## config.mk

```make
export PLATFORM = sky130hd
export DESIGN_NAME = adc_result_status_flags
export DESIGN_NICKNAME = d
export VERILOG_FILES = /design/src/adc_flags_pkg.sv /design/src/adc_apb_port.sv /design/src/adc_chan_flags.sv /design/src/adc_result_status_flags.sv
export SDC_FILE = /design/constraint.sdc
export NUM_CORES = 1
export LEC_CHECK = 0
export BUFFER_PORTS_ARGS = -buffer_cell sky130_fd_sc_hd__buf_2
export CAP_MARGIN = 20
export CORE_ASPECT_RATIO = 0.5
export CORE_UTILIZATION = 58
export DETAILED_ROUTE_END_ITERATION = 8
export GPL_TIMING_DRIVEN = 0
export PLACE_DENSITY = 0.87
export SYNTH_ARGS = -nofsm -noshare
export SYNTH_HDL_FRONTEND = slang
export SYNTH_SLANG_ARGS = --single-unit
export TNS_END_PERCENT = 10
```

## constraint.sdc

```tcl
create_clock -name I_CLK -period 2.8 [get_ports I_CLK]
set_clock_uncertainty 0.2 [all_clocks]
set_input_delay 0.14 -clock I_CLK [delete_from_list [all_inputs] [get_ports I_CLK]]
set_output_delay 0.14 -clock I_CLK [all_outputs]
set_load 0.05 [all_outputs]
```

## src/adc_flags_pkg.sv

```systemverilog
// Purpose: Shared constants and types of the converter result and flag block
// Assumes: APB with 32-bit data, one aligned word per register
// Notes:   Offsets are byte addresses; channel count must not exceed 8

package adc_flags_pkg;

   // ----------------------------------------------------------------
   // Sizes
   // ----------------------------------------------------------------
   localparam int NUM_CH_DEF = 8;
   localparam int RES_BITS_DEF = 10;
   localparam int ADDR_W = 8;
   localparam int DATA_W = 32;

   // ----------------------------------------------------------------
   // Register offsets
   // ----------------------------------------------------------------
   localparam logic [7:0] OFS_CTRL = 8'h00;
   localparam logic [7:0] OFS_MODE = 8'h04;
   localparam logic [7:0] OFS_CH_EN = 8'h10;
   localparam logic [7:0] OFS_CH_DIS = 8'h14;
   localparam logic [7:0] OFS_CH_STAT = 8'h18;
   localparam logic [7:0] OFS_STAT = 8'h1C;
   localparam logic [7:0] OFS_LAST = 8'h20;
   localparam logic [7:0] OFS_EVT = 8'h30;
   localparam logic [7:0] OFS_MASK = 8'h34;
   localparam logic [7:0] OFS_CDR0 = 8'h40;

   // ----------------------------------------------------------------
   // Field positions
   // ----------------------------------------------------------------
   localparam int CTRL_START_BIT = 1;
   localparam int MODE_SLEEP_BIT = 5;
   localparam int STAT_OVR_POS = 8;
   localparam int STAT_NEWDATA_BIT = 16;
   localparam int STAT_GOVR_BIT = 17;
   localparam int LAST_CH_POS = 12;
   localparam int EVT_DONE_BIT = 0;
   localparam int EVT_OVR_BIT = 1;
   localparam int EVT_GOVR_BIT = 2;
   localparam int EVT_W = 3;

   // ----------------------------------------------------------------
   // Reset values
   // ----------------------------------------------------------------
   localparam logic [EVT_W-1:0] MASK_RST = 3'h0;

   typedef enum logic [0:0] {
      BUS_IDLE = 1'b0,
      BUS_ACK = 1'b1
   } bus_state_type;

endpackage

```

## src/adc_apb_port.sv

```systemverilog
// Purpose: APB slave handshake; one wait state, then ready
// Assumes: Master holds the request until ready is seen
// Notes:   Strobes fire at the edge ending the first access cycle

`timescale 1ns/1ps
`default_nettype none

module adc_apb_port
   import adc_flags_pkg::*;
(
   // Clock and reset
   input wire logic i_clk,
   input wire logic i_rstn,
   // Bus request
   input wire logic i_psel,
   input wire logic i_penable,
   input wire logic i_pwrite,
   input wire logic i_mapped,
   // Bus answer
   output logic o_pready,
   output logic o_pslverr,
   // Register strobes
   output logic o_wr,
   output logic o_rd
);

   typedef struct packed {
      bus_state_type st;
      logic err;
   } port_state_type;

   port_state_type s;
   port_state_type next_s;

   always_comb begin
      next_s = s;
      o_wr = 1'b0;
      o_rd = 1'b0;
      case (s.st)
         BUS_IDLE: begin
            // Side effects and read capture happen together, so a read
            // never clears a flag it did not show
            if (i_psel && i_penable) begin
               next_s.st = BUS_ACK;
               next_s.err = ~i_mapped;
               o_wr = i_pwrite & i_mapped;
               o_rd = ~i_pwrite & i_mapped;
            end
         end
         BUS_ACK: begin
            next_s.st = BUS_IDLE;
         end
         default: begin
            next_s.st = BUS_IDLE;
         end
      endcase
   end

   always_ff @(posedge i_clk or negedge i_rstn) begin
      if (!i_rstn) begin
         s <= '{st: BUS_IDLE, err: 1'b0};
      end else begin
         s <= next_s;
      end
   end

   assign o_pready = (s.st == BUS_ACK);
   assign o_pslverr = (s.st == BUS_ACK) & s.err;

endmodule

`default_nettype wire

```

## src/adc_chan_flags.sv

```systemverilog
// Purpose: Done and overrun flags of one converter channel
// Assumes: i_store only pulses for an enabled channel
// Notes:   A new result always beats a clear in the same cycle

`timescale 1ns/1ps
`default_nettype none

module adc_chan_flags (
   // Clock and reset
   input wire logic i_clk,
   input wire logic i_rstn,
   // Events
   input wire logic i_store,
   input wire logic i_clr_done,
   input wire logic i_stat_read,
   // Flags
   output logic o_done,
   output logic o_ovr,
   output logic o_new_ovr
);

   typedef struct packed {
      logic done;
      logic ovr;
   } flag_state_type;

   flag_state_type s;
   flag_state_type next_s;

   always_comb begin
      next_s = s;
      // Unread result still pending when the next one lands
      o_new_ovr = i_store & s.done & ~i_clr_done;
      next_s.done = (s.done & ~i_clr_done) | i_store;
      // Status read clears overrun, but a new overrun in the same cycle wins
      next_s.ovr = (s.ovr & ~i_stat_read) | o_new_ovr;
   end

   always_ff @(posedge i_clk or negedge i_rstn) begin
      if (!i_rstn) begin
         s <= '0;
      end else begin
         s <= next_s;
      end
   end

   assign o_done = s.done;
   assign o_ovr = s.ovr;

endmodule

`default_nettype wire

```

## src/adc_result_status_flags.sv

```systemverilog
// Purpose: Result registers and status flags of a multi-channel converter
// Assumes: One end-of-conversion pulse per result, synchronous to I_CLK
// Notes:   Channel count at most 8; reads take one wait state on APB

`timescale 1ns/1ps
`default_nettype none

module adc_result_status_flags
   import adc_flags_pkg::*;
#(
   parameter int NUM_CH = NUM_CH_DEF,
   parameter int RES_BITS = RES_BITS_DEF
) (
   // Clock and reset
   input wire logic I_CLK,
   input wire logic I_RSTN,
   // APB slave
   input wire logic I_PSEL,
   input wire logic I_PENABLE,
   input wire logic I_PWRITE,
   input wire logic [ADDR_W-1:0] I_PADDR,
   input wire logic [DATA_W-1:0] I_PWDATA,
   output logic [DATA_W-1:0] O_PRDATA,
   output logic O_PREADY,
   output logic O_PSLVERR,
   // Conversion core
   input wire logic I_EOC,
   input wire logic [$clog2(NUM_CH)-1:0] I_EOC_CH,
   input wire logic [RES_BITS-1:0] I_EOC_DATA,
   output logic [NUM_CH-1:0] O_CH_EN,
   output logic O_START,
   output logic O_SLEEP,
   // Interrupt
   output logic O_IRQ
);

   localparam int CH_W = $clog2(NUM_CH);

   // ----------------------------------------------------------------
   // State
   // ----------------------------------------------------------------
   typedef struct packed {
      logic [NUM_CH-1:0] en;
      logic [NUM_CH-1:0][RES_BITS-1:0] channel_result_register;
      logic [RES_BITS-1:0] last_data;
      logic [CH_W-1:0] last_ch;
      logic new_data;
      logic govr;
      logic sleep_sel;
      logic sleep_act;
      logic start;
      logic [EVT_W-1:0] evt;
      logic [EVT_W-1:0] mask;
      logic [DATA_W-1:0] rdata;
   } state_type;

   state_type s;
   state_type next_s;

   logic bus_wr;
   logic bus_rd;
   logic mapped;
   logic is_cdr;
   logic [ADDR_W-1:0] cdr_ofs;
   logic [CH_W-1:0] cdr_sel;
   logic rd_last;
   logic rd_stat;
   logic rd_cdr;
   logic [NUM_CH-1:0] dis_mask;
   logic [NUM_CH-1:0] ena_mask;
   logic eoc_ok;
   logic [NUM_CH-1:0] store_vec;
   logic [NUM_CH-1:0] clr_done;
   logic [NUM_CH-1:0] done;
   logic [NUM_CH-1:0] ovr;
   logic [NUM_CH-1:0] new_ovr;
   logic new_govr;
   logic [DATA_W-1:0] rd_val;

   // ----------------------------------------------------------------
   // Address decode
   // ----------------------------------------------------------------
   always_comb begin
      cdr_ofs = I_PADDR - OFS_CDR0;
      is_cdr = (I_PADDR >= OFS_CDR0) && (cdr_ofs[ADDR_W-1:2] < ADDR_W'(NUM_CH));
      cdr_sel = cdr_ofs[CH_W+1:2];
      mapped = 1'b0;
      if (I_PADDR[1:0] == 2'h0) begin
         case (I_PADDR)
            OFS_CTRL, OFS_MODE, OFS_CH_EN, OFS_CH_DIS, OFS_CH_STAT,
            OFS_STAT, OFS_LAST, OFS_EVT, OFS_MASK: begin
               mapped = 1'b1;
            end
            default: begin
               mapped = is_cdr;
            end
         endcase
      end
   end

   adc_apb_port u_port (
      .i_clk(I_CLK),
      .i_rstn(I_RSTN),
      .i_psel(I_PSEL),
      .i_penable(I_PENABLE),
      .i_pwrite(I_PWRITE),
      .i_mapped(mapped),
      .o_pready(O_PREADY),
      .o_pslverr(O_PSLVERR),
      .o_wr(bus_wr),
      .o_rd(bus_rd)
   );

   // ----------------------------------------------------------------
   // Read and write side effects
   // ----------------------------------------------------------------
   always_comb begin
      rd_last = bus_rd && (I_PADDR == OFS_LAST);
      rd_stat = bus_rd && (I_PADDR == OFS_STAT);
      rd_cdr = bus_rd && is_cdr;
      dis_mask = (bus_wr && (I_PADDR == OFS_CH_DIS)) ? I_PWDATA[NUM_CH-1:0] : '0;
      ena_mask = (bus_wr && (I_PADDR == OFS_CH_EN)) ? I_PWDATA[NUM_CH-1:0] : '0;
      // Only the converted channel's own enable matters; a disable of it in
      // this same cycle counts as already disabled
      eoc_ok = I_EOC & s.en[I_EOC_CH] & ~dis_mask[I_EOC_CH];
      store_vec = '0;
      store_vec[I_EOC_CH] = eoc_ok;
      clr_done = '0;
      if (rd_cdr) begin
         clr_done[cdr_sel] = 1'b1;
      end
      if (rd_last) begin
         clr_done[s.last_ch] = 1'b1;
      end
   end

   // ----------------------------------------------------------------
   // Per-channel flags
   // ----------------------------------------------------------------
   for (genvar ch = 0; ch < NUM_CH; ch++) begin : g_ch
      adc_chan_flags u_flags (
         .i_clk(I_CLK),
         .i_rstn(I_RSTN),
         .i_store(store_vec[ch]),
         .i_clr_done(clr_done[ch]),
         .i_stat_read(rd_stat),
         .o_done(done[ch]),
         .o_ovr(ovr[ch]),
         .o_new_ovr(new_ovr[ch])
      );
   end

   // ----------------------------------------------------------------
   // Read data mux
   // ----------------------------------------------------------------
   always_comb begin
      rd_val = '0;
      case (I_PADDR)
         OFS_MODE: begin
            rd_val[MODE_SLEEP_BIT] = s.sleep_sel;
         end
         OFS_CH_STAT: begin
            rd_val[NUM_CH-1:0] = s.en;
         end
         OFS_STAT: begin
            rd_val[NUM_CH-1:0] = done;
            rd_val[STAT_OVR_POS +: NUM_CH] = ovr;
            rd_val[STAT_NEWDATA_BIT] = s.new_data;
            rd_val[STAT_GOVR_BIT] = s.govr;
         end
         OFS_LAST: begin
            rd_val[RES_BITS-1:0] = s.last_data;
            rd_val[LAST_CH_POS +: CH_W] = s.last_ch;
         end
         OFS_EVT: begin
            rd_val[EVT_W-1:0] = s.evt;
         end
         OFS_MASK: begin
            rd_val[EVT_W-1:0] = s.mask;
         end
         default: begin
            if (is_cdr) begin
               rd_val[RES_BITS-1:0] = s.channel_result_register[cdr_sel];
            end
         end
      endcase
   end

   // ----------------------------------------------------------------
   // Next state
   // ----------------------------------------------------------------
   always_comb begin
      next_s = s;
      next_s.start = 1'b0;
      if (bus_rd) begin
         next_s.rdata = rd_val;
      end

      // Result storage
      if (eoc_ok) begin
         next_s.channel_result_register[I_EOC_CH] = I_EOC_DATA;
         next_s.last_data = I_EOC_DATA;
         next_s.last_ch = I_EOC_CH;
      end

      // Global overrun: new-data still pending and not being consumed now.
      // Channel reads and other disables do not mask it.
      new_govr = eoc_ok & s.new_data & ~rd_last;
      next_s.govr = (s.govr & ~rd_stat) | new_govr;

      // New-data: only last-result reads clear it; a stored result wins
      next_s.new_data = (s.new_data & ~rd_last) | eoc_ok;

      // Channel enables
      next_s.en = (s.en | ena_mask) & ~dis_mask;

      // Control and mode
      if (bus_wr && (I_PADDR == OFS_CTRL)) begin
         next_s.start = I_PWDATA[CTRL_START_BIT];
      end
      if (bus_wr && (I_PADDR == OFS_MODE)) begin
         next_s.sleep_sel = I_PWDATA[MODE_SLEEP_BIT];
      end
      // Sleep waits for a conversion to finish; idle selection alone
      // does not power down
      if (!next_s.sleep_sel) begin
         next_s.sleep_act = 1'b0;
      end else if (I_EOC) begin
         next_s.sleep_act = 1'b1;
      end

      // Sticky events, write one to clear; a new event beats the clear
      if (bus_wr && (I_PADDR == OFS_EVT)) begin
         next_s.evt = s.evt & ~I_PWDATA[EVT_W-1:0];
      end
      next_s.evt[EVT_DONE_BIT] = next_s.evt[EVT_DONE_BIT] | eoc_ok;
      next_s.evt[EVT_OVR_BIT] = next_s.evt[EVT_OVR_BIT] | (|new_ovr);
      next_s.evt[EVT_GOVR_BIT] = next_s.evt[EVT_GOVR_BIT] | new_govr;
      if (bus_wr && (I_PADDR == OFS_MASK)) begin
         next_s.mask = I_PWDATA[EVT_W-1:0];
      end
   end

   always_ff @(posedge I_CLK or negedge I_RSTN) begin
      if (!I_RSTN) begin
         s <= '0;
         s.mask <= MASK_RST;
      end else begin
         s <= next_s;
      end
   end

   // ----------------------------------------------------------------
   // Outputs
   // ----------------------------------------------------------------
   assign O_PRDATA = s.rdata;
   assign O_CH_EN = s.en;
   assign O_START = s.start;
   assign O_SLEEP = s.sleep_act;
   assign O_IRQ = |(s.evt & s.mask);

endmodule

`default_nettype wire

```

### Word-level counts from Yosys, hierarchy flattened

Cells that the tools add are included.
W data, S select, Z words.

* flip-flop bits (word level): 148
* output and inout port bits: 45
* logic and storage cells: 203

* add/sub/neg operators: 1
* $lt $le $gt $ge: 8
* equal/unequal tests: 9
* mux-type cells: 41
* bitwise operators: 84
* reduce and logical (&&, ||, !) cells: 23

Operators with widths (count)
* $bwmux W80: 1
* $and A1 B1 Y1: 41
* $eq A8 B5 Y1 const B: 4
* $mux W8: 4
* $bmux W10 S3: 1
* $demux W10 S3: 1
* $mux W10: 3
* $eq A8 B6 Y1 const B: 3
* $or A1 B1 Y1: 21
* $pmux W3 S6: 1
* $and A8 B8 Y8: 2
* $or A8 B8 Y8: 2
* $pmux W2 S4: 2
* $mux W1: 15
* $logic_and A1 B1 Y1: 14
* $not A1 Y1: 14
* $lt A3 B4 Y1 const B: 3
* $demux W1 S3: 3
* $ge A3 B1 Y1 const B: 3
* $reduce_or A9 Y1: 1
* $eq A8 B3 Y1 const B: 1
* $ge A8 B7 Y1 const B: 1
* $logic_not A8 Y1: 1
* $not A8 Y8: 1
* other kinds (18): 23

### Depth between registers and ports, before layout

* depth after elaboration: 19
* gate-level depth with buffers: 9
* mapped depth without buffers: 6

### By module

Synthesis repeated with hierarchy kept, for this count alone.

* cells, all modules: 607
* area, all modules: 7517.2 um^2

By module, submodules not included
* adc_result_status_flags: instances 1, cells an instance 543, area each 6769.0 um^2
* adc_chan_flags: instances 8, cells an instance 7, area each 81.3 um^2
* adc_apb_port: instances 1, cells an instance 8, area each 97.6 um^2

### Least setup slack after synthesis

OpenSTA, ideal clock, no wires.

* path type: reg-to-reg
* from: register u_port.s, in the netlist u_port.o_pready
* to: register s[126] (netlist bit)
* arrival: 2.313 ns
* data required time: 2.472 ns
* slack: 0.159 ns
* stages on the path, launching flop included: 8
* buffers on the path: 2
* clock period less this slack: 2.641 ns
* path through: dfrtp_1 > and4b_1 > and3_1 > buf_4 > a2111oi_4 > and2b_1 > buf_4 > mux2_1

* longest elaborated chain between the ends: 7

Ends and longest elaborated chain
* from (decl): line adc_apb_port.sv:32 `port_state_type s;`
* from (signal assigned): line adc_apb_port.sv:61 `s <= '{st: BUS_IDLE, err: 1'b0};`
* from (signal assigned): line adc_apb_port.sv:63 `s <= next_s;`
* $mux W1: line adc_apb_port.sv:39 `case (s.st)`
* $logic_and A1 B1 Y1: line adc_result_status_flags.sv:121 `dis_mask = (bus_wr && (I_PADDR == OFS_CH_DIS)) ? I_PWDATA[NUM_CH-1:0] : '0;`
* $mux W8: line adc_result_status_flags.sv:121
* $bmux W1 S3: line adc_result_status_flags.sv:125 `eoc_ok = I_EOC & s.en[I_EOC_CH] & ~dis_mask[I_EOC_CH];`
* $mux W1 (implied by the code): line adc_result_status_flags.sv:125
* $not A1 Y1: line adc_result_status_flags.sv:125
* $and A1 B1 Y1: line adc_result_status_flags.sv:125
* to (signal assigned): line adc_result_status_flags.sv:249 `s <= next_s;`
* to (decl): line adc_result_status_flags.sv:57 `state_type s;`

Every way passes these cells. The select of a mux whose other input is x is not followed.
A chain may end at the register's enable or synchronous reset.

### Worst setup path after layout

* from: register s, in the netlist O_CH_EN[0]
* to: register s[128] (netlist bit)

* longest elaborated chain between the ends: 4

Ends and longest elaborated chain (line)
* $bmux W1 S3: adc_result_status_flags.sv:125
* $mux W1 (implied by the code): adc_result_status_flags.sv:125
* $and A1 B1 Y1 (2 in series): adc_result_status_flags.sv:125

Every way passes these cells. The select of a mux whose other input is x is not followed.

==> reports/qor.yml <==
async_reset_ff_share_pct: 100.0
wl_per_cell_um: 21.50
final-setup-viol-count: 0
initial_utilization_pct: 60.89
vias_per_cell: 6.154
cts_tree: "done"
path_clk_slew_ns: 0.07
hp-class: "in -> async"
clockBufferDepth: 2
cp_top_family: "simple AND/OR/NAND/NOR gates"
final_max_slew_viol_count: 0
maxCapViolCount: 0
cts-htree-levels: 4
grt_usage_pct: 31.27
crit_chain: "or4b_1 -> o211ai_2 -> a21oi_2 -> a2111oi_4 -> buf_4 -> and2b_1 -> buf_6 -> mux2_1"
routed_wl_mm: 19.55
status: "completed"
synth_edf_count: 0
max-vdd-ir-drop_mv: 0.3657
yosysSeqAreaShare_pct: 50.32
yosysWarnings: 0
end_kind: "register"
grt_max_degree: 95
rows: 28
cts_buffers: 17
synth_top_area_share_pct: 50.32
drt-initial-drc-count: 642
fin_ws_ns: 0.09507
synth_area_mm2: 0.007360
cp_max_fo: 10
leakagePower_nw: 4.225
antenna_found_initial: 0
synth_cell_types: 64
dp_hpwl_mm: 12.94
synthCells: 604
drive_gt1_share_pct: 36.69
grt_pass1_vias: 5421
dr.pass1.iters: 5
gp_congestion: 0.9751
cp_num_buf_inv: 2
rsz0062_at_grt: "no"
critPathRequiredTime_ns: 2.90
final_cell_count_no_fill: 909
crit_path_start_kind: "register"
arrival_ns: 2.81
clock.fmax_ghz: 0.3697
p_per_area_mw_per_mm2: 636.5
nNetsFinal: 790
dp_cells: 844
grt_pass1_wl_mm: 30.21
crit_type: "reg -> reg"
fillCellCount: 748
cp_slowest_stage_delay_ns: 0.47
die_area_mm2: 0.01317
ys.flop_type: "dfrtp_1"
worst_pin_slew_ns: 1.012
ys_seq_elements: 148
fin_crit_sh_pct: 96.60
clkSinkCount: 148
dp_slack_ns: -0.2106
n_antenna_cell: 0
vias: 5594
io_pins: 104
period_minus_slack_ns: 2.705
core_area_mm2: 0.01209
fp.dieW_um: 161.3
clock-root-buffer: "clkbuf_16"
synthToLayoutAreaGrowth_pct: 20.30
slowest_stage: "or4b_1"
hold_violations: 0
synth.avg_cell_area_um2: 12.18
synth_area_leaders: "dfrtp_1 (50%), mux2_2 (12%), mux4_2 (6.4%)"
ant_nets: 0
die_h_um: 81.65
slew-limit-headroom_pct: 31.62
synth_largest_area_cell: "dfrtp_1"
overflow: 0
drcViolationCount: 0
portBuffers: 61
clk_latency_ns: 0.43
worst register-to-register path, stage by stage, from the launching register on:
cell and delay [ns]:
dfrtp_2 0.42, or4b_1 0.47, o211ai_2 0.10, a21oi_2 0.12, a2111oi_4 0.29, buf_4 0.22
and2b_1 0.20, buf_6 0.20, mux2_1 0.35
cell families (layout without fill, tap and decap cells):
| logic type | after synthesis | after routing | synth area share (%) |
|---|---|---|---|
| simple gates | 145 | 145 | 10.34 |
| mux | 129 | 129 | 22.88 |
| buf+inv | 84 | 211 | 6.851 |
| compound gates | 97 | 97 | 9.555 |
| flops | 148 | 148 | 50.32 |
| other cells | 1 | 14 | 0.05095 |
placed cells by master (no fill, tap or decap), types with 3 or more instances in the layout:
cell           Yosys  final
nand2_1           48     48
dfrtp_1          148    147
and4_1             3      3
nand2b_1           3      3
a22o_1             5      5
a31oi_1            3      3
nor3b_1            4      4
buf_6              1      3
conb_1             1     14
a21oi_1           30     30
and3_1             3      3
clkbuf_1          16     16
dlygate4sd3_1      0     25
nor4_1             4      4
a221oi_1           6      6
buf_2             13     73
inv_6              0      3
inv_1              9      9
clkinv_2           0      3
mux4_2            21     21
nor4b_1            4      4
o211ai_1           4      4
clkbuf_16          0     17
and2_1             6      6
clkinv_4           0      3
mux2i_1            4      4
mux2_2            77     77
nor2_1            25     25
nand3_1           20     20
a21o_1             6      6
a222oi_1           4      4
mux2_1            27     27
o21ai_0           14     14
a221o_1            3      3
buf_4             44     50
nand4_1            6      6
per-layer routing:
| layer | share of wire [%] | global-route usage [%] | wire (um) | vias to the layer above |
|---|---|---|---|---|
| met5 | 0 | 0 | 0 | - |
| met4 | 3.3 | 14.53 | 638 | 0 |
| met3 | 9.0 | 7.273 | 1751 | 65 |
| met2 | 47 | 50.52 | 9154 | 300 |
| met1 | 41 | 41.00 | 8004 | 2799 |
| li1 | - | - | - | 2430 |
final timing paths:
check	startpoint	end	slack [ns]	cells after the start
max	O_CH_EN[0]	s[128]	0.1	8
min	I_RSTN	s[125]	0.02	2
max reg2reg	O_CH_EN[0]	s[128]	0.1	8
min reg2reg	O_PRDATA[17]	O_PRDATA[17]	0.27	2
max in group asynchronous	I_RSTN	O_CH_EN[0]	1.52	3
min in group I_CLK	I_EOC_CH[2]	s[66]	0.02	4
cell usage after synthesis (13+ instances only):
library cell and count:
dfrtp_1 148, mux2_2 77, nand2_1 48, buf_4 44, a21oi_1 30, mux2_1 27, nor2_1 25, mux4_2 21
nand3_1 20, clkbuf_1 16, o21ai_0 14, buf_2 13
power by group:
part           internal (W)  switching, W
clock network       0.00126      0.000964
registers           0.00238      0.000159
logic              0.000389      0.000482
area by class of cell:
type	count	area, um2	area share [%]
Multi-Input combinational cell	385	3219	36.36
Sequential cell	148	3705	41.85
Inverter	9	33.78	0.3816
Buffer	75	475.5	5.370
Clock inverter	13	123.9	1.399
Tap cell	165	206.4	2.332
Clock buffer	19	442.9	5.003
Timing Repair Buffer	95	646.9	7.306
metrics by stage:
| stage | cell area, um2 | setup TNS [ns] | power [W] | hold slack, ns | utilization [%] |
|---|---|---|---|---|---|
| 2_1_floorplan | 7408 | 0 | 0.003110 | -0.3556 | - |
| 3_3_place_gp | 7920 | -92.71 | 0.003322 | 0.1365 | 65.53 |
| 3_5_place_dp | 7954 | -4.570 | 0.003385 | -0.07662 | 65.81 |
| 4_1_cts | 8793 | -0.01632 | 0.005612 | 0.006433 | 72.75 |
| 5_1_grt | 8853 | 0 | 0.005798 | 0.03283 | 73.25 |
| 6_report | 8853 | 0 | 0.005636 | 0.02108 | 73.25 |
sequential cells by signal (all words and copies together) (netlist names):
| register | count |
|---|---|
| O_START | 1 |
| u_port.s | 1 |
| O_PRDATA | 18 |
| u_port.o_pready | 1 |
| O_CH_EN | 8 |
| g_ch.u_flags.o_ovr | 8 |
| s | 102 |
| O_SLEEP | 1 |
| g_ch.u_flags.o_done | 8 |
timing repair:
| action | CTS | global route |
|---|---|---|
| hold buffers | 25 | 0 |
| pin swaps | 1 | 2 |
| endpoints found under the setup margin | 36 | 44 |
| setup buffers | 0 | 7 |
| gates resized for setup | 4 | 3 |
| endpoints found under the hold margin | 239 | 0 |
No activity file was read; power rests on OpenSTA's default activity.
